`config.mk`:
```
export PLATFORM = sky130hd
export DESIGN_NAME = fcii_issue_interlock
export DESIGN_NICKNAME = d
export VERILOG_FILES = /design/src/design/fcii_issue_interlock.v /design/src/design/fcii_lock_bank.v
export VERILOG_INCLUDE_DIRS = /design/src /design/src/design
export SDC_FILE = /design/constraint.sdc
export NUM_CORES = 1
export LEC_CHECK = 0
export BUFFER_PORTS_ARGS = -buffer_cell sky130_fd_sc_hd__buf_2
export CAP_MARGIN = 25
export CORE_UTILIZATION = 45
export DETAILED_ROUTE_END_ITERATION = 10
export SLEW_MARGIN = 10
export SYNTH_ARGS = -nofsm -noshare
export SYNTH_HDL_FRONTEND = slang
export SYNTH_SLANG_ARGS = --single-unit
```
`constraint.sdc`:
```
create_clock -name clock_i -period 4.5 [get_ports clock_i]
set_input_delay 1.125 -clock clock_i [delete_from_list [all_inputs] [get_ports clock_i]]
set_output_delay 1.125 -clock clock_i [all_outputs]
set_load 0.005 [all_outputs]
```
`src/design/fcii_consts.vh`:
```
`ifndef FCII_CONSTS_VH
`define FCII_CONSTS_VH

// instruction classes presented by the host with each issue
`define FCII_CLS_DP         3'h0
`define FCII_CLS_LOAD       3'h1
`define FCII_CLS_STORE      3'h2
`define FCII_CLS_STORE_MULT 3'h3
`define FCII_CLS_TO_CORE    3'h4
`define FCII_CLS_SYS_RD     3'h5
`define FCII_CLS_SYS_WR     3'h6
`define FCII_CLS_FLAG       3'h7

// system register selects for read, write and flag transfer
`define FCII_SEL_ID         3'h0
`define FCII_SEL_STATUS     3'h1
`define FCII_SEL_EXC        3'h2
`define FCII_SEL_SAVED      3'h3
`define FCII_SEL_SAVED2     3'h4

// timing, in cycles of the 10 ns clock
`define FCII_CNT_W          10
`define FCII_FMAC_LAT       10'h008
`define FCII_DS_SP_STEP     10'h00e
`define FCII_DS_DP_STEP     10'h01c
`define FCII_DS_TAIL        10'h002
`define FCII_MAX_UNAVAIL    10'h072
`define FCII_LS_LAT         10'h002
`define FCII_CNT_ONE        10'h001
`define FCII_CNT_ZERO       10'h000

`endif

```
`src/design/fcii_issue_interlock.v`:
```
`timescale 1ns/1ps
`include "fcii_consts.vh"

// How it works
// - serializing access holds issue until pipeline settles
// - sysreg read waits for all prior completion
// - status register write waits for arithmetic drain
// - exception or saved register write waits fully
// - identification access serializes, contents never change
// - host change of flow kills issuing instruction
// - host condition failure cancels the same instruction
// - aborted load/store leaves state for restart
// - multiple transfer restarts at first, source locks released on abort
// - dependents of load/store wait for completion
// - issued short vector runs uninterrupted to end
// - worst unavailability capped at 114 cycles
// - forward load/dp results, one cycle earlier
// - no forwarding from integer-producing instructions
// - stores and to-core transfers never get forwarding
// - no forwarding across precisions
// - scoreboards hold issue until registers free
// - detect read/write ordering hazards in all forms
// - fast mode skips source locks for arithmetic
module fcii_issue_interlock #(
    parameter NREG = 32
) (
    input  wire            clock_i,
    input  wire            rst_n_i,
    input  wire            instr_valid_i,  // host offers an instruction
    input  wire [2:0]      instr_class_i,  // class, see consts
    input  wire [2:0]      sysreg_sel_i,   // system register select
    input  wire [NREG-1:0] src_mask_i,     // source registers, all iterations
    input  wire [NREG-1:0] dst_mask_i,     // destination registers, all iterations
    input  wire            dbl_i,          // double precision
    input  wire            int_result_i,   // result is integer data
    input  wire            divsqrt_i,      // divide or square root
    input  wire [2:0]      vec_len_i,      // iterations minus one
    input  wire [4:0]      xfer_cnt_i,     // transfers minus one
    input  wire            fast_mode_i,    // fast mode selected
    input  wire            cond_fail_i,    // host condition check failed
    input  wire            flush_i,        // host change of flow
    input  wire            abort_i,        // data abort on the load/store
    input  wire            mem_wait_i,     // memory not ready this cycle
    output reg             stall_o,        // host must hold its pipeline
    output reg             issue_go_o,     // instruction left issue
    output reg             issue_cancel_o, // instruction cancelled at issue
    output reg             fwd_used_o,     // issue used a forwarded operand
    output reg             dp_busy_o,      // arithmetic pipe busy
    output reg             ls_busy_o,      // load/store pipe busy
    output reg             unavail_o,      // short vector running, not interruptible
    output reg             ls_restart_o,   // load/store aborted, ready to reissue
    output reg  [4:0]      ls_xfer_idx_o   // next transfer index of load/store
);

    // issue stage slot
    reg             slot_v_q;             // slot holds an instruction
    reg [2:0]       slot_cls_q;           // its class
    reg [2:0]       slot_sel_q;           // its system register select
    reg [NREG-1:0]  slot_src_q;           // its source mask
    reg [NREG-1:0]  slot_dst_q;           // its destination mask
    reg             slot_dbl_q;           // its precision
    reg             slot_int_q;           // integer result
    reg             slot_ds_q;            // divide or square root
    reg [2:0]       slot_len_q;           // iterations minus one
    reg [4:0]       slot_xfer_q;          // transfers minus one
    reg             slot_fast_q;          // fast mode at capture

    // arithmetic pipe tracking, one op in flight plus overlap in its last cycle
    reg [`FCII_CNT_W-1:0] dp_cnt_q;       // cycles until writeback
    reg [NREG-1:0]  dp_dst_q;             // destinations of the op in flight
    reg [NREG-1:0]  dp_src_q;             // sources it still holds
    reg             dp_dbl_q;             // precision of its result
    reg             dp_int_q;             // integer result
    reg             dp_vec_q;             // short vector in flight

    // load/store pipe tracking
    reg [`FCII_CNT_W-1:0] ls_cnt_q;       // cycles until completion
    reg [NREG-1:0]  ls_dst_q;             // load destinations
    reg [NREG-1:0]  ls_src_q;             // store sources
    reg             ls_load_q;            // operation is a load
    reg             ls_dbl_q;             // precision of load data

    wire [NREG-1:0] dst_lock;             // destination scoreboard
    wire [NREG-1:0] src_lock;             // source scoreboard

    // decoded slot attributes
    reg             is_dp;
    reg             is_ls;
    reg             is_load;
    reg             is_sys;
    reg             dp_last;
    reg             ls_last;
    reg             fwd_dp_ok;
    reg             fwd_ls_ok;
    reg [NREG-1:0]  fwd_free;
    reg             blk_haz;
    reg             blk_res;
    reg             blk_ser;
    reg             kill;
    reg             go;
    reg             accept;
    reg             slot_v_d;
    reg [`FCII_CNT_W-1:0] iters;
    reg [`FCII_CNT_W-1:0] dur;
    reg [NREG-1:0]  dst_set;
    reg [NREG-1:0]  src_set;
    reg [NREG-1:0]  dst_clr;
    reg [NREG-1:0]  src_clr;
    reg             ls_abort;

    // hazard, serialization and issue decision
    always @* begin
        is_dp   = (slot_cls_q == `FCII_CLS_DP);
        is_load = (slot_cls_q == `FCII_CLS_LOAD);
        is_ls   = is_load | (slot_cls_q == `FCII_CLS_STORE) |
                  (slot_cls_q == `FCII_CLS_STORE_MULT) |
                  (slot_cls_q == `FCII_CLS_TO_CORE);
        is_sys  = (slot_cls_q == `FCII_CLS_SYS_RD) |
                  (slot_cls_q == `FCII_CLS_SYS_WR) |
                  (slot_cls_q == `FCII_CLS_FLAG);
        dp_last = (dp_cnt_q == `FCII_CNT_ONE);
        ls_last = (ls_cnt_q == `FCII_CNT_ONE) & ~mem_wait_i;
        ls_abort = abort_i & (ls_cnt_q != `FCII_CNT_ZERO);
        // forwarding only into arithmetic, same precision, non-integer source
        fwd_dp_ok = is_dp & dp_last & ~dp_int_q & (dp_dbl_q == slot_dbl_q);
        fwd_ls_ok = is_dp & ls_last & ls_load_q & (ls_dbl_q == slot_dbl_q) &
                    ~ls_abort;
        fwd_free = (fwd_dp_ok ? dp_dst_q : {NREG{1'b0}}) |
                   (fwd_ls_ok ? ls_dst_q : {NREG{1'b0}});
        // read-after-write, write-after-write, write-after-read
        blk_haz = |(slot_src_q & dst_lock & ~fwd_free) |
                  |(slot_dst_q & dst_lock) |
                  |(slot_dst_q & src_lock);
        // one op per pipe; arithmetic may overlap its predecessor's last cycle
        blk_res = (is_dp & (dp_cnt_q != `FCII_CNT_ZERO) & ~dp_last) |
                  (is_ls & (ls_cnt_q != `FCII_CNT_ZERO));
        // serializing accesses wait on pipe activity, not registers
        blk_ser = 1'b0;
        if (is_sys) begin
            if (slot_cls_q == `FCII_CLS_SYS_WR && slot_sel_q == `FCII_SEL_STATUS) begin
                // control bits only reach arithmetic ops, loads are untouched
                blk_ser = (dp_cnt_q != `FCII_CNT_ZERO);
            end else if (slot_cls_q == `FCII_CLS_SYS_WR) begin
                // exception, saved and identification writes need a clear pipe
                blk_ser = (dp_cnt_q != `FCII_CNT_ZERO) |
                          (ls_cnt_q != `FCII_CNT_ZERO);
            end else begin
                // reads and flag transfer wait for every prior op and flags
                blk_ser = (dp_cnt_q != `FCII_CNT_ZERO) |
                          (ls_cnt_q != `FCII_CNT_ZERO);
            end
        end
        kill     = slot_v_q & (cond_fail_i | flush_i);
        go       = slot_v_q & ~kill & ~blk_haz & ~blk_res & ~blk_ser;
        accept   = instr_valid_i & ~stall_o;
        slot_v_d = (slot_v_q & ~go & ~kill) | accept;
    end

    // duration and lock masks of the issuing op
    always @* begin
        iters = {{(`FCII_CNT_W-3){1'b0}}, slot_len_q} + `FCII_CNT_ONE;
        if (slot_ds_q) begin
            dur = iters * (slot_dbl_q ? `FCII_DS_DP_STEP : `FCII_DS_SP_STEP) +
                  `FCII_DS_TAIL;
        end else begin
            dur = iters - `FCII_CNT_ONE + `FCII_FMAC_LAT;
        end
        // worst case is the eight-iteration double divide/root, clamped to the cap
        if (dur > `FCII_MAX_UNAVAIL) begin
            dur = `FCII_MAX_UNAVAIL;
        end
        dst_set = {NREG{1'b0}};
        src_set = {NREG{1'b0}};
        if (go && is_dp) begin
            dst_set = slot_dst_q;
            // fast mode never bounces, so sources need not be preserved
            src_set = slot_fast_q ? {NREG{1'b0}} : slot_src_q;
        end else if (go && is_ls) begin
            dst_set = is_load ? slot_dst_q : {NREG{1'b0}};
            src_set = is_load ? {NREG{1'b0}} : slot_src_q;
        end
        dst_clr = (dp_last ? dp_dst_q : {NREG{1'b0}}) |
                  ((ls_last | ls_abort) ? ls_dst_q : {NREG{1'b0}});
        src_clr = (dp_last ? dp_src_q : {NREG{1'b0}}) |
                  ((ls_last | ls_abort) ? ls_src_q : {NREG{1'b0}});
    end

    // destination scoreboard
    fcii_lock_bank #(
        .NREG    (NREG)
    ) u_dst_lock (
        .clock_i (clock_i),
        .rst_n_i (rst_n_i),
        .set_i   (dst_set),
        .clr_i   (dst_clr),
        .lock_o  (dst_lock)
    );

    // source scoreboard
    fcii_lock_bank #(
        .NREG    (NREG)
    ) u_src_lock (
        .clock_i (clock_i),
        .rst_n_i (rst_n_i),
        .set_i   (src_set),
        .clr_i   (src_clr),
        .lock_o  (src_lock)
    );

    // issue slot capture; fields only load on accept
    always @(posedge clock_i or negedge rst_n_i) begin
        if (!rst_n_i) begin
            slot_v_q    <= 1'b0;
            slot_cls_q  <= `FCII_CLS_DP;
            slot_sel_q  <= `FCII_SEL_ID;
            slot_src_q  <= {NREG{1'b0}};
            slot_dst_q  <= {NREG{1'b0}};
            slot_dbl_q  <= 1'b0;
            slot_int_q  <= 1'b0;
            slot_ds_q   <= 1'b0;
            slot_len_q  <= 3'h0;
            slot_xfer_q <= 5'h00;
            slot_fast_q <= 1'b0;
        end else begin
            slot_v_q <= slot_v_d;
            if (accept) begin
                slot_cls_q  <= instr_class_i;
                slot_sel_q  <= sysreg_sel_i;
                slot_src_q  <= src_mask_i;
                slot_dst_q  <= dst_mask_i;
                slot_dbl_q  <= dbl_i;
                slot_int_q  <= int_result_i;
                slot_ds_q   <= divsqrt_i;
                slot_len_q  <= vec_len_i;
                slot_xfer_q <= xfer_cnt_i;
                slot_fast_q <= fast_mode_i;
            end
        end
    end

    // arithmetic pipe: once issued, nothing from the host stops it
    always @(posedge clock_i or negedge rst_n_i) begin
        if (!rst_n_i) begin
            dp_cnt_q <= `FCII_CNT_ZERO;
            dp_dst_q <= {NREG{1'b0}};
            dp_src_q <= {NREG{1'b0}};
            dp_dbl_q <= 1'b0;
            dp_int_q <= 1'b0;
            dp_vec_q <= 1'b0;
        end else if (go && is_dp) begin
            dp_cnt_q <= dur;
            dp_dst_q <= slot_dst_q;
            dp_src_q <= src_set;
            dp_dbl_q <= slot_dbl_q;
            dp_int_q <= slot_int_q;
            dp_vec_q <= (slot_len_q != 3'h0);
        end else if (dp_cnt_q != `FCII_CNT_ZERO) begin
            // flush and abort deliberately ignored here
            dp_cnt_q <= dp_cnt_q - `FCII_CNT_ONE;
            if (dp_last) begin
                dp_dst_q <= {NREG{1'b0}};
                dp_src_q <= {NREG{1'b0}};
                dp_vec_q <= 1'b0;
            end
        end
    end

    // load/store pipe: stalls on memory, drops counter, locks and index on abort
    always @(posedge clock_i or negedge rst_n_i) begin
        if (!rst_n_i) begin
            ls_cnt_q      <= `FCII_CNT_ZERO;
            ls_dst_q      <= {NREG{1'b0}};
            ls_src_q      <= {NREG{1'b0}};
            ls_load_q     <= 1'b0;
            ls_dbl_q      <= 1'b0;
            ls_xfer_idx_o <= 5'h00;
        end else if (ls_abort) begin
            // no register committed as done, so reissue restarts at first
            ls_cnt_q      <= `FCII_CNT_ZERO;
            ls_dst_q      <= {NREG{1'b0}};
            ls_src_q      <= {NREG{1'b0}};
            ls_xfer_idx_o <= 5'h00;
        end else if (go && is_ls) begin
            ls_cnt_q      <= {{(`FCII_CNT_W-5){1'b0}}, slot_xfer_q} + `FCII_LS_LAT;
            ls_dst_q      <= dst_set;
            ls_src_q      <= src_set;
            ls_load_q     <= is_load;
            ls_dbl_q      <= slot_dbl_q;
            ls_xfer_idx_o <= 5'h00;
        end else if (ls_cnt_q != `FCII_CNT_ZERO && !mem_wait_i) begin
            ls_cnt_q <= ls_cnt_q - `FCII_CNT_ONE;
            if (ls_last) begin
                ls_dst_q      <= {NREG{1'b0}};
                ls_src_q      <= {NREG{1'b0}};
                ls_xfer_idx_o <= 5'h00;
            end else begin
                ls_xfer_idx_o <= ls_xfer_idx_o + 5'h01;
            end
        end
    end

    // registered status toward the host
    always @(posedge clock_i or negedge rst_n_i) begin
        if (!rst_n_i) begin
            stall_o        <= 1'b0;
            issue_go_o     <= 1'b0;
            issue_cancel_o <= 1'b0;
            fwd_used_o     <= 1'b0;
            dp_busy_o      <= 1'b0;
            ls_busy_o      <= 1'b0;
            unavail_o      <= 1'b0;
            ls_restart_o   <= 1'b0;
        end else begin
            // registered from slot_v_d, so it equals slot_v_q and no instruction is accepted into a full slot
            stall_o        <= slot_v_d;
            issue_go_o     <= go;
            issue_cancel_o <= kill;
            fwd_used_o     <= go & |(slot_src_q & dst_lock & fwd_free);
            dp_busy_o      <= (go & is_dp) | ((dp_cnt_q != `FCII_CNT_ZERO) & ~dp_last);
            ls_busy_o      <= (go & is_ls) |
                              ((ls_cnt_q != `FCII_CNT_ZERO) & ~ls_last & ~ls_abort);
            unavail_o      <= (go & is_dp & (slot_len_q != 3'h0)) |
                              (dp_vec_q & ~dp_last);
            ls_restart_o   <= ls_abort;
        end
    end

endmodule // fcii_issue_interlock

```
`src/design/fcii_lock_bank.v`:
```
`timescale 1ns/1ps
`include "fcii_consts.vh"

// one scoreboard: a lock bit per register, set on issue, cleared on release
module fcii_lock_bank #(
    parameter NREG = 32
) (
    input  wire            clock_i,
    input  wire            rst_n_i,
    input  wire [NREG-1:0] set_i,    // locks taken by the issuing instruction
    input  wire [NREG-1:0] clr_i,    // locks released this cycle
    output reg  [NREG-1:0] lock_o    // current lock state
);

    // set wins over clear so a reissue in the release cycle keeps its lock
    always @(posedge clock_i or negedge rst_n_i) begin
        if (!rst_n_i) begin
            lock_o <= {NREG{1'b0}};
        end else begin
            lock_o <= (lock_o & ~clr_i) | set_i;
        end
    end

endmodule // fcii_lock_bank

```
* Word level (Yosys, flattened, before mapping)
Index checks and enable logic that the tools add are counted.
** Storage, ports and cells
- Register bits after elaboration :: 312
- Input port bits :: 89
- Output and inout port bits :: 13
- Logic and storage cells :: 183
** Operators by class
- Add/subtract/negate cells :: 8
- Multiply operators :: 1
- Magnitude comparators :: 1
- Equality and inequality tests :: 12
- Multiplexer cells :: 40
- Bitwise logic cells :: 69
- Reduce and logical (&&, ||, !) cells :: 20
** Operators with widths (number)
- $mux 32 :: 23
- $and 32x32->32 :: 7
- $or 32x32->32 :: 5
- $reduce_or 32->1 :: 4
- $not 32->32 :: 3
- $mux 10 :: 7
- $and 1x1->1 :: 28
- $mux 5 :: 5
- $eq 10x1->1 const B :: 2
- $reduce_bool 10->1 :: 2
- $sub 10x1->10 const B :: 2
- $or 1x1->1 :: 15
- $eq 3x3->1 const B :: 4
- $not 1->1 :: 11
- $add 9x2->10 const B :: 1
- $gt 10x7->1 const B :: 1
- $mul 4x5->9 :: 1
- $reduce_bool 3->1 :: 3
- $add 5x2->6 const B :: 1
- $add 5x5->6 const B :: 1
- $eq 3x1->1 const B :: 2
- $eq 3x2->1 const B :: 2
- $reduce_and 2->1 :: 3
- $add 5x1->5 const B :: 1
- other kinds (8) :: 17

* Logic depth before layout (Yosys ltp)
Gate-level depths: netlist of run 1.
- Depth in word-level cells :: 22
- Mapped depth :: 17
- Depth with buffers taken out :: 17

* Cells and area by module
A second synthesis of run 1 with hierarchy kept.
** Second synthesis, totals
- Cell total of the unflattened synthesis :: 1526
- Area, all modules :: 15681.3 µm²
** By module, submodules not included
- fcii_issue_interlock :: instances 1, cells each 1334, area each 13359.1 µm², sequential area each 6206.0 µm²
- fcii_lock_bank :: instances 2, cells each 96, area each 1161.1 µm², sequential area each 800.8 µm²

* Worst setup path before layout of run 1
OpenSTA, ideal clock, no wires.
- Path type :: input port to flip-flop
- Start point :: input port abort_i
- End point :: register dp_dbl_q
- Setup time :: 0.125 ns
- Arrival time :: 3.570 ns
- Data required time :: 4.375 ns
- Setup slack :: 0.806 ns
- Stages on the path :: 11
- Buffers on the path :: 3
- Cell sequence :: inv_1 > o21ai_0 > nor4b_4 > buf_2 > a221oi_1 > nor4_1 > nand4_2 > nor4_4 > buf_4 > buf_4 > mux2_2
** Between the ends
- Longest elaborated chain between the ends :: 15
** RTL lines
- start, declared :: line fcii_issue_interlock.v:42 : input wire abort_i,
- $and 1x1->1 :: line fcii_issue_interlock.v:123 : ls_abort = abort_i & (ls_cnt_q != `FCII_CNT_ZERO);
- $not 1->1 (no line)
- $and 1x1->1 :: line fcii_issue_interlock.v:126 : fwd_ls_ok = is_dp & ls_last & ls_load_q & (ls_dbl_q == slot_dbl_q) &
- $mux 32 :: line fcii_issue_interlock.v:129 : (fwd_ls_ok ? ls_dst_q : {NREG{1'b0}});
- $or 32x32->32 :: line fcii_issue_interlock.v:128 : fwd_free = (fwd_dp_ok ? dp_dst_q : {NREG{1'b0}}) |
- $not 32->32 :: line fcii_issue_interlock.v:131 : blk_haz = |(slot_src_q & dst_lock & ~fwd_free) |
- $and 32x32->32 :: line fcii_issue_interlock.v:131
- $reduce_or 32->1 :: line fcii_issue_interlock.v:131
- $or 1x1->1 :: line fcii_issue_interlock.v:132 : |(slot_dst_q & dst_lock) |
- $or 1x1->1 :: line fcii_issue_interlock.v:133 : |(slot_dst_q & src_lock);
- $not 1->1 :: line fcii_issue_interlock.v:154 : go = slot_v_q & ~kill & ~blk_haz & ~blk_res & ~blk_ser;
- $and 1x1->1 (3 in series) :: line fcii_issue_interlock.v:154
- $logic_and 1x1->1 :: line fcii_issue_interlock.v:250 : end else if (go && is_dp) begin
- end signal, assigned :: line fcii_issue_interlock.v:254 : dp_dbl_q <= slot_dbl_q;
- end, declared :: line fcii_issue_interlock.v:72 : reg dp_dbl_q;
Every way passes these cells.
A chain may end at the register's enable or synchronous reset.

* Worst setup path after layout of run 1
- Start point :: register ls_cnt_q[6]
- End point :: register ls_dst_q[7]
** Between the ends
- Longest elaborated chain between the ends :: 22
- Elaborated cells on any way between the ends :: 37
- Classes of those cells :: 1 x eq/ne; 7 x mux; 21 x bitwise; 8 x reduce/logical
** RTL lines
- start, declared :: line fcii_issue_interlock.v:77 : reg [`FCII_CNT_W-1:0] ls_cnt_q;
- start signal, assigned :: line fcii_issue_interlock.v:271 : ls_cnt_q <= `FCII_CNT_ZERO;
- start signal, assigned :: line fcii_issue_interlock.v:279 : ls_cnt_q <= `FCII_CNT_ZERO;
- start signal, assigned :: line fcii_issue_interlock.v:284 : ls_cnt_q <= {{(`FCII_CNT_W-5){1'b0}}, slot_xfer_q} + `FCII_LS_LAT;
- $eq 10x1->1 (no line)
- $and 1x1->1 :: line fcii_issue_interlock.v:122 : ls_last = (ls_cnt_q == `FCII_CNT_ONE) & ~mem_wait_i;
- $and 1x1->1 (4 in series) :: line fcii_issue_interlock.v:126
- $mux 32 :: line fcii_issue_interlock.v:129
- $or 32x32->32 :: line fcii_issue_interlock.v:128
- $not 32->32 :: line fcii_issue_interlock.v:131
- $and 32x32->32 :: line fcii_issue_interlock.v:131
- $reduce_or 32->1 :: line fcii_issue_interlock.v:131
- $or 1x1->1 :: line fcii_issue_interlock.v:132
- $or 1x1->1 :: line fcii_issue_interlock.v:133
- $not 1->1 :: line fcii_issue_interlock.v:154
- $and 1x1->1 (3 in series) :: line fcii_issue_interlock.v:154
- $logic_and 1x1->1 :: line fcii_issue_interlock.v:178, fcii_issue_interlock.v:283
- $mux 32 :: line fcii_issue_interlock.v:178 : end else if (go && is_ls) begin
- $mux 32 :: line fcii_issue_interlock.v:174 : if (go && is_dp) begin
- $mux 32 :: line fcii_issue_interlock.v:283 : end else if (go && is_ls) begin
- $mux 32 :: line fcii_issue_interlock.v:277 : end else if (ls_abort) begin
- end signal, assigned :: line fcii_issue_interlock.v:280 : ls_dst_q <= {NREG{1'b0}};
- end signal, assigned :: line fcii_issue_interlock.v:285 : ls_dst_q <= dst_set;
- end signal, assigned :: line fcii_issue_interlock.v:293 : ls_dst_q <= {NREG{1'b0}};
- end, declared :: line fcii_issue_interlock.v:78 : reg [NREG-1:0] ls_dst_q;
Several ways; a longest one is shown, not always the timed one.

==> impl_table.tex, run 1 <==
\begin{tabular}{lr}
\hline
Metric & Value \\
\hline
\multicolumn{2}{l}{\textbf{Pwr}} \\
Overall power after layout & 9.429 mW \\
Leakage & 7.837 nW \\
IR drop worst, VDD & 0.3754 mV \\
Total power per unit cell area & 532.2 nW/um\^{}2 \\
\multicolumn{2}{l}{\textbf{Min path}} \\
Min-delay worst type & register to register \\
HP Start & slot\_xfer\_q[0]\$\_DFFE\_PN0P\_ \\
\multicolumn{2}{l}{\textbf{Clock network}} \\
Number of buffers inserted during clock tree synthesis & 37 \\
Gates resized, CTS repair & 0 \\
Count of H-tree levels built during CTS & 2 \\
Buffers inserted by post-CTS timing repair & 0 \\
Clock tree from TritonCTS & yes \\
Root buffer selected by CTS & sky130\_fd\_sc\_hd\_\_clkbuf\_16 \\
Clock-pin slew of the registers on the worst-case setup and hold paths & 60 ps \\
Deepest clock path buffer count & 3 \\
Clock tree sinks & 312 \\
Clock latency on the worst-skew pair & 530 ps \\
Cts hold-fix bufs & 0 \\
\multicolumn{2}{l}{\textbf{Timing}} \\
Period minus WS final & 4147 ps \\
Count of endpoints failing setup in the final report & 0 \\
Final setup TNS & 0 ps \\
Portion of the clock cycle consumed by the worst path in the final layout & 92.16\% \\
Slew at the pin closest to its max-slew limit & 931.4 ps \\
Max Clock Freq & 241.1 MHz \\
Worst setup skew after layout & 16.21 ps \\
Max Transition Viols Final & 0 \\
Unrepaired setup endpoints after global routing & no \\
Final-report hold violation count & 0 \\
Rel. slew slack & 37.25\% \\
\multicolumn{2}{l}{\textbf{Finish}} \\
Fraction of layout instances using a drive strength above 1 & 21.69\% \\
Non-filler cells in the finished layout & 2111 \\
Area growth from synthesis to layout & 17.00\% \\
Number of nets in the finished design & 1760 \\
Fraction of the core area covered by cells at the end of the flow & 54.05\% \\
Final cell area excluding filler cells & 17720 sq um \\
Diode count & 0 \\
Commonest cells after routing, fill and taps aside & sky130\_fd\_sc\_hd\_\_nand2\_1, sky130\_fd\_sc\_hd\_\_dfrtp\_1, sky130\_fd\_sc\_hd\_\_nand3\_1 \\
Most frequent standard cell in the layout excluding fill and tap cells & sky130\_fd\_sc\_hd\_\_nand2\_1 \\
\multicolumn{2}{l}{\textbf{Run status}} \\
Outcome & finished clean \\
\multicolumn{2}{l}{\textbf{Worst setup path}} \\
Crit path launch & ls\_cnt\_q[6]\$\_DFFE\_PN0P\_ \\
Arrival @ worst endpoint & 4560 ps \\
Critical Path End Type & register \\
Origin of the critical flop-to-flop path & ls\_cnt\_q[6]\$\_DFFE\_PN0P\_ \\
Setup CP Type & register to register \\
Largest fanout of any net on the critical path & 29 \\
CP Data Required Time & 4910 ps \\
Kind of start point of the critical path & register \\
\multicolumn{2}{l}{\textbf{GRT}} \\
Number of global-route vias before repair & 11930 \\
Total routing usage reported by global routing & 26.17\% \\
Maximum number of pins on one net before global-route repair & 106 \\
Global-route wire length before repair & 69020 microns \\
Number of antenna violations at the first check in global routing & 0 \\
Overflow left after global routing & 0 \\
\multicolumn{2}{l}{\textbf{Synth}} \\
Multiplexer share of the synthesized area & 6.147\% \\
Share of flip-flops with an asynchronous set or reset & 100.0\% \\
Combinational family with the most area after synthesis & simple AND/OR/NAND/NOR gates \\
Post-synthesis sequential area ratio & 51.56\% \\
Syn. warnings & 0 \\
Number of enable-type register cells in the synthesized netlist & 0 \\
Combined area of all synthesized cells & 15140 sq um \\
Fraction of the mapped netlist area in simple logic gates & 19.22\% \\
Cell count after synthesis & 1527 \\
Leading register cell type out of synthesis & sky130\_fd\_sc\_hd\_\_dfrtp\_1 \\
Synth Area in Adders & 2.429\% \\
Average footprint of a synthesized cell & 9.917 sq um \\
Post-synthesis register bit count & 312 \\
Fraction of synthesized cell area in xor and xnor cells & 1.388\% \\
Mapped Nets & 1643 \\
Unique cell type count in the Yosys netlist & 65 \\
Post-synthesis compound-gate area fraction & 15.52\% \\
\multicolumn{2}{l}{\textbf{Placement}} \\
Placer Congestion & 0.9322 \\
Total placed instance area & 16500 sq um \\
Placed cell count & 2047 \\
Count of port buffers added during placement & 101 \\
DP Wirelength & 29100 microns \\
\multicolumn{2}{l}{\textbf{Die}} \\
DIE HEIGHT & 185.4 microns \\
Std-Cell Rows & 66 \\
Core footprint & 32780 sq um \\
Die X & 185.4 microns \\
Starting density of the core & 46.19\% \\
Area enclosed by the die boundary & 34390 sq um \\
Num ports & 102 \\
\multicolumn{2}{l}{\textbf{Run}} \\
Number of maximum-capacitance constraint violations & 0 \\
\multicolumn{2}{l}{\textbf{Routing}} \\
Average wire per cell in the routed design & 20.37 microns \\
DR vias/cell & 5.806 \\
Iteration count of the initial detailed-routing pass & 6 \\
DRT Wirelength & 43000 microns \\
Number of routed nets with antenna violations & 0 \\
\# DRC & 0 \\
Count of routing violations after the opening detailed-route iteration & 1126 \\
Overall via count from detail\_route & 12260 \\
\hline
\end{tabular}
cells in the mapped netlist (all sizes together) (2+ instances only):
library cell / number / area, sq um
nand2: 367 / 1380
dfrtp: 312 / 7807
nand3: 117 / 590.6
o21ai: 105 / 525.5
mux2: 80 / 900.9
a22o: 71 / 621.9
nor2: 60 / 225.2
clkbuf: 54 / 202.7
buf: 41 / 296.5
a31o: 33 / 289.0
a22oi: 29 / 217.7
a221oi: 26 / 227.7
a21oi: 25 / 125.1
ha: 23 / 287.8
nor4: 23 / 224.0
inv: 17 / 63.81
xnor2: 14 / 122.6
nor3: 11 / 71.32
o22ai: 11 / 68.82
xor2: 10 / 87.58
or3: 9 / 56.30
nand2b: 8 / 50.05
nor2b: 8 / 50.05
and3: 7 / 43.79
nand4: 7 / 50.05
or4: 7 / 52.55
a221o: 5 / 50.05
and2: 5 / 31.28
a211oi: 4 / 42.54
fa: 4 / 80.08
a211o: 3 / 26.28
a31oi: 3 / 18.77
mux2i: 3 / 30.03
nor4b: 3 / 47.54
o31ai: 3 / 22.52
nor3b: 2 / 15.01
o2111ai: 2 / 17.52
o221ai: 2 / 17.52
o22a: 2 / 17.52
cell type report:
type / count / area [sq um]
Timing Repair Buffer: 173 / 1269
Inverter: 18 / 67.56
Sequential cell: 312 / 7807
Multi-Input combinational cell: 1102 / 6804
Tap cell: 442 / 553.0
Fill cell: 2916 / 15070
Clock buffer: 54 / 1082
Clock inverter: 10 / 135.1
sequential cells by signal (all words and copies together), names as in the netlist, 3 cells and up:
| name | count |
|---|---|
| slot_src_q | 32 |
| dp_src_q | 32 |
| slot_sel_q | 3 |
| slot_cls_q | 3 |
| ls_cnt_q | 10 |
| dp_dst_q | 32 |
| ls_src_q | 32 |
| dp_cnt_q | 10 |
| slot_dst_q | 32 |
| ls_xfer_idx_o | 5 |
| ls_dst_q | 32 |
| u_dst_lock.lock_o | 32 |
| slot_xfer_q | 5 |
| u_src_lock.lock_o | 32 |
| slot_len_q | 3 |
worst paths after layout:
| check | to | slack (ps) | depth (start not counted) |
|---|---|---|---|
| hold / removal | ls_cnt_q[0]$_DFFE_PN0P_ | 470 | 2 |
| min in group asynchronous | ls_xfer_idx_o[0]$_DFFE_PN0P_ | 650 | 1 |
| hold reg to reg | ls_cnt_q[0]$_DFFE_PN0P_ | 470 | 2 |
| setup / recovery | ls_dst_q[7]$_DFFE_PN0P_ | 350 | 13 |
| setup reg to reg | ls_dst_q[7]$_DFFE_PN0P_ | 350 | 13 |
| max in group asynchronous | slot_xfer_q[0]$_DFFE_PN0P_ | 2940 | 2 |
metrics by stage:
stage	worst slack (ps)	hold WS, ps
5_1_grt	32.39	497.8
3_3_place_gp	152.9	458.2
6_report	352.6	471.5
4_1_cts	430.4	480.2
3_5_place_dp	6.469	469.8
2_1_floorplan	805.8	442.0
critical path, cell delays in order (launching register included):
cell and delay, ps:
sky130_fd_sc_hd__dfrtp_1 430, sky130_fd_sc_hd__nor4_2 420, sky130_fd_sc_hd__and3b_1 260, sky130_fd_sc_hd__nor4b_4 610, sky130_fd_sc_hd__buf_4 390, sky130_fd_sc_hd__a221oi_1 140, sky130_fd_sc_hd__nor4_1 300, sky130_fd_sc_hd__buf_4 170
sky130_fd_sc_hd__nand3_2 80, sky130_fd_sc_hd__buf_4 180, sky130_fd_sc_hd__nor4_4 400, sky130_fd_sc_hd__a211oi_4 150, sky130_fd_sc_hd__buf_12 220, sky130_fd_sc_hd__a22o_1 250
metal layers:
layer | global-route usage [%] | part of all wire [%]
met1 | 37.18 | 46
met2 | 40.37 | 45
met3 | 4.444 | 6.0
met4 | 8.893 | 2.7
met5 | 0 | 0
cells by family after synthesis:
kind of cell / Yosys count
AND/OR/NAND/NOR: 637
adder cells (fa/ha/maj): 27
buffers and inverters: 113
multiplexers: 83
AO/OA/AOI/OAI: 331
flip-flops: 312
XOR/XNOR: 24
report_power, final:
group          switching [mW]  internal (mW)
sequential              0.626           3.38
clock                    1.18           1.84
combinational            1.41          0.997
total                    3.22           6.21
Note: power is estimated with default switching activity, not from simulation.
==> run 2, diff against run 1 <==
==> constraint.sdc (replaced) <==
create_clock -name clock_i -period 4.5 [get_ports clock_i]
set_input_delay 0 -clock clock_i [delete_from_list [all_inputs] [get_ports clock_i]]
set_output_delay 0 -clock clock_i [all_outputs]
set_load 0.005 [all_outputs]
==> impl_table.tex, run 2 (synthesis results as in run 1) <==
\begin{tabular}{lr}
\hline
Metric & Value \\
\hline
\multicolumn{2}{l}{\textbf{Timing}} \\
Max Transition Viols Final & 0 (unchanged) \\
Worst setup skew after layout & 18.04 ps (+1.834 ps) \\
Max Clock Freq & 247.6 MHz (+2.7\%) \\
Unrepaired setup endpoints after global routing & no \\
Count of endpoints failing setup in the final report & 0 (unchanged) \\
Final setup TNS & 0 ps (unchanged) \\
Period minus WS final & 4039 ps (-108.1 ps) \\
Portion of the clock cycle consumed by the worst path in the final layout & 89.76\% (-2.4 points) \\
Slew at the pin closest to its max-slew limit & 944.0 ps (+12.54 ps) \\
Rel. slew slack & 37.07\% (-0.18 points) \\
Final-report hold violation count & 0 (unchanged) \\
\multicolumn{2}{l}{\textbf{Finish}} \\
Number of nets in the finished design & 1815 (+3.1\%) \\
Area growth from synthesis to layout & 20.68\% \\
Fill cell instance count of the final layout & 2907 (-0.31\%) \\
Commonest cells after routing, fill and taps aside & sky130\_fd\_sc\_hd\_\_nand2\_1, sky130\_fd\_sc\_hd\_\_dfrtp\_1, sky130\_fd\_sc\_hd\_\_nand3\_1 \\
Fraction of layout instances using a drive strength above 1 & 19.27\% (-2.4 points) \\
Most frequent standard cell in the layout excluding fill and tap cells & sky130\_fd\_sc\_hd\_\_nand2\_1 \\
Fraction of the core area covered by cells at the end of the flow & 55.74\% (+1.7 points) \\
Diode count & 0 (unchanged) \\
\multicolumn{2}{l}{\textbf{Worst setup path}} \\
CP Data Required Time & 4900 ps (about the same) \\
Worst-path cell chain & or4\_1 -> nor3\_4 -> buf\_12 -> a22o\_1 -> o2111ai\_1 -> or4\_1 -> nor4\_4 -> buf\_4 -> buf\_12 -> nor2\_1 -> a31o\_2 \\
Critical Path Slowest Stage Cell & sky130\_fd\_sc\_hd\_\_or4\_1 \\
Critical Path Max Stage Delay & 780 ps (+170 ps) \\
Worst Path Buf+Inv & 3 (-1) \\
Arrival @ worst endpoint & 4440 ps (-120 ps) \\
Depth of the worst register-to-register path & 11 (-2) \\
Kind of start point of the critical path & register \\
Critical Path End Type & register \\
Cell class contributing the biggest share of worst-path delay & simple AND/OR/NAND/NOR gates \\
Critical path depth & 11 (-2) \\
Setup CP Type & register to register \\
Largest fanout of any net on the critical path & 50 (+72\%) \\
\multicolumn{2}{l}{\textbf{GRT}} \\
Total routing usage reported by global routing & 25.90\% (-0.27 points) \\
Global-route wire length before repair & 68680 microns (-0.49\%) \\
Overflow left after global routing & 0 (unchanged) \\
Number of global-route vias before repair & 12160 (+1.9\%) \\
Maximum number of pins on one net before global-route repair & 115 (+8.5\%) \\
Number of antenna violations at the first check in global routing & 0 (unchanged) \\
\multicolumn{2}{l}{\textbf{Die}} \\
Core footprint & 32780 sq um (unchanged) \\
Area enclosed by the die boundary & 34390 sq um (unchanged) \\
Num ports & 102 (unchanged) \\
Die X & 185.4 microns (unchanged) \\
Std-Cell Rows & 66 (unchanged) \\
DIE HEIGHT & 185.4 microns (unchanged) \\
Starting density of the core & 46.19\% (unchanged) \\
\multicolumn{2}{l}{\textbf{Routing}} \\
DRT Wirelength & 42820 microns (-0.42\%) \\
\# DRC & 0 (unchanged) \\
Overall via count from detail\_route & 12430 (+1.4\%) \\
Count of routing violations after the opening detailed-route iteration & 1197 (+6.3\%) \\
Number of routed nets with antenna violations & 0 (unchanged) \\
Iteration count of the initial detailed-routing pass & 5 (-1) \\
DR vias/cell & 5.739 (-1.2\%) \\
Average wire per cell in the routed design & 19.78 microns (-2.9\%) \\
\multicolumn{2}{l}{\textbf{Pwr}} \\
IR drop worst, VDD & 0.3285 mV (-13\%) \\
Net Switching & 3.171 mW (-1.4\%) \\
Total power per unit cell area & 512.5 nW/um\^{}2 (-3.7\%) \\
Power share of the sequential group & 42.7\% (+0.3 points) \\
Fraction of power consumed by combinational cells & 25.5\% (about the same) \\
Leakage & 8.015 nW (+2.3\%) \\
Clock Power Share & 31.8\% (-0.2 points) \\
Int Pwr & 6.195 mW (-0.27\%) \\
Switching power share of the total & 33.86\% (-0.26 points) \\
\multicolumn{2}{l}{\textbf{Run status}} \\
Outcome & finished clean \\
\multicolumn{2}{l}{\textbf{Min path}} \\
Min-delay worst type & input port to asynchronous set/reset pin \\
\multicolumn{2}{l}{\textbf{Clock network}} \\
Count of H-tree levels built during CTS & 2 (unchanged) \\
Clock tree from TritonCTS & yes \\
Clock latency on the worst-skew pair & 530 ps (about the same) \\
Clock-pin slew of the registers on the worst-case setup and hold paths & 60 ps (about the same) \\
Clock tree sinks & 312 (unchanged) \\
Number of buffers inserted during clock tree synthesis & 36 (-2.7\%) \\
Root buffer selected by CTS & sky130\_fd\_sc\_hd\_\_clkbuf\_16 \\
Deepest clock path buffer count & 3 (unchanged) \\
Gates resized, CTS repair & 0 (unchanged) \\
\multicolumn{2}{l}{\textbf{Placement}} \\
DP Wirelength & 27670 microns (-4.9\%) \\
Count of port buffers added during placement & 101 (unchanged) \\
Placer Congestion & 0.8949 (-4.0\%) \\
\multicolumn{2}{l}{\textbf{Run}} \\
Number of maximum-capacitance constraint violations & 0 (unchanged) \\
\hline
\end{tabular}
## run 2: changes by cell type in the layout (fill, tap and decap cells not counted), sizes merged
cell / before / now
dlygate4sd3: 0 / 88
buf: 173 / 141
clkbuf: 54 / 52
clkinvlp: 1 / 3
clkinv: 6 / 5
inv: 18 / 17
## run 2: final timing paths
check                                                 from                    endpoint  slack (ps)
worst min-delay path                               rst_n_i     ls_src_q[3]$_DFFE_PN0P_         140
worst max-delay path             slot_cls_q[2]$_DFFE_PN0P_    dp_src_q[27]$_DFFE_PN0P_         460
worst max register to register   slot_cls_q[2]$_DFFE_PN0P_    dp_src_q[27]$_DFFE_PN0P_         460
max in group asynchronous                          rst_n_i  slot_dst_q[12]$_DFFE_PN0P_        3080
min in group clock_i                          vec_len_i[0]   slot_len_q[0]$_DFFE_PN0P_         210
worst min register to register  slot_xfer_q[0]$_DFFE_PN0P_     ls_cnt_q[0]$_DFFE_PN0P_         470
## run 2: worst register-to-register path, delay by kind of cell (launching register included)
kind,cells,cell delay [ps]
buffers and inverters,3,660
AOI/OAI and AO/OA,3,610
and+or+nand+nor,5,2150
DFF,1,500
## run 2: power groups by stage
stage          registers [mW]  logic (mW)  clock network, mW
2_1_floorplan            3.79        1.69                  0
3_3_place_gp             4.02        2.27                  0
3_5_place_dp             4.03        2.32                  0
4_1_cts                  3.98        2.40               3.04
5_1_grt                  4.07        2.67               3.15
6_report                 4.00        2.39               2.98
## run 2: layout make-up
cell class              count  area [sq um]  share of cell area [%]
flip-flops and latches    312          7807                   42.72
inverters                  18         67.56                  0.3697
well taps                 442         553.0                   3.026
multi-input cells        1102          6809                   37.26
repair buffers            229          1829                   10.01
clock buffers              52          1072                   5.867
clock inverters            10         136.4                  0.7463
## run 2: repair_timing
item | in CTS | in global routing
hold buffers | 88 | 0
endpoints found under the hold margin | 197 | 0
endpoints found under the setup margin | 0 | 0
setup buffers | 0 | 0
## run 2: layer usage
metal | vias to the layer above | part of all wire (%) | global-route usage, %
met5 | - | 0 | 0
met2 | 426 | 46 | 40.70
met1 | 6140 | 46 | 37.10
met3 | 67 | 6.5 | 3.932
met4 | 0 | 2.1 | 7.074
li1 | 5792 | - | -
## run 2: per-stage QoR
| stage | instances | cell area (sq um) | hold slack [ps] | setup slack, ps | total power [mW] |
|---|---|---|---|---|---|
| 6_report | 2165 | 18280 | 137.5 | 460.7 | 9.366 |
| 5_1_grt | 2165 | 18280 | 239.3 | 158.9 | 9.898 |
| 4_1_cts | 2165 | 18280 | 187.8 | 476.1 | 9.424 |
| 3_5_place_dp | 2015 | 16190 | 153.6 | 497.6 | 6.352 |
| 3_3_place_gp | 2014 | 16160 | 142.9 | 557.1 | 6.292 |
| 2_1_floorplan | 1527 | 15140 | -295.6 | 1032 | 5.483 |
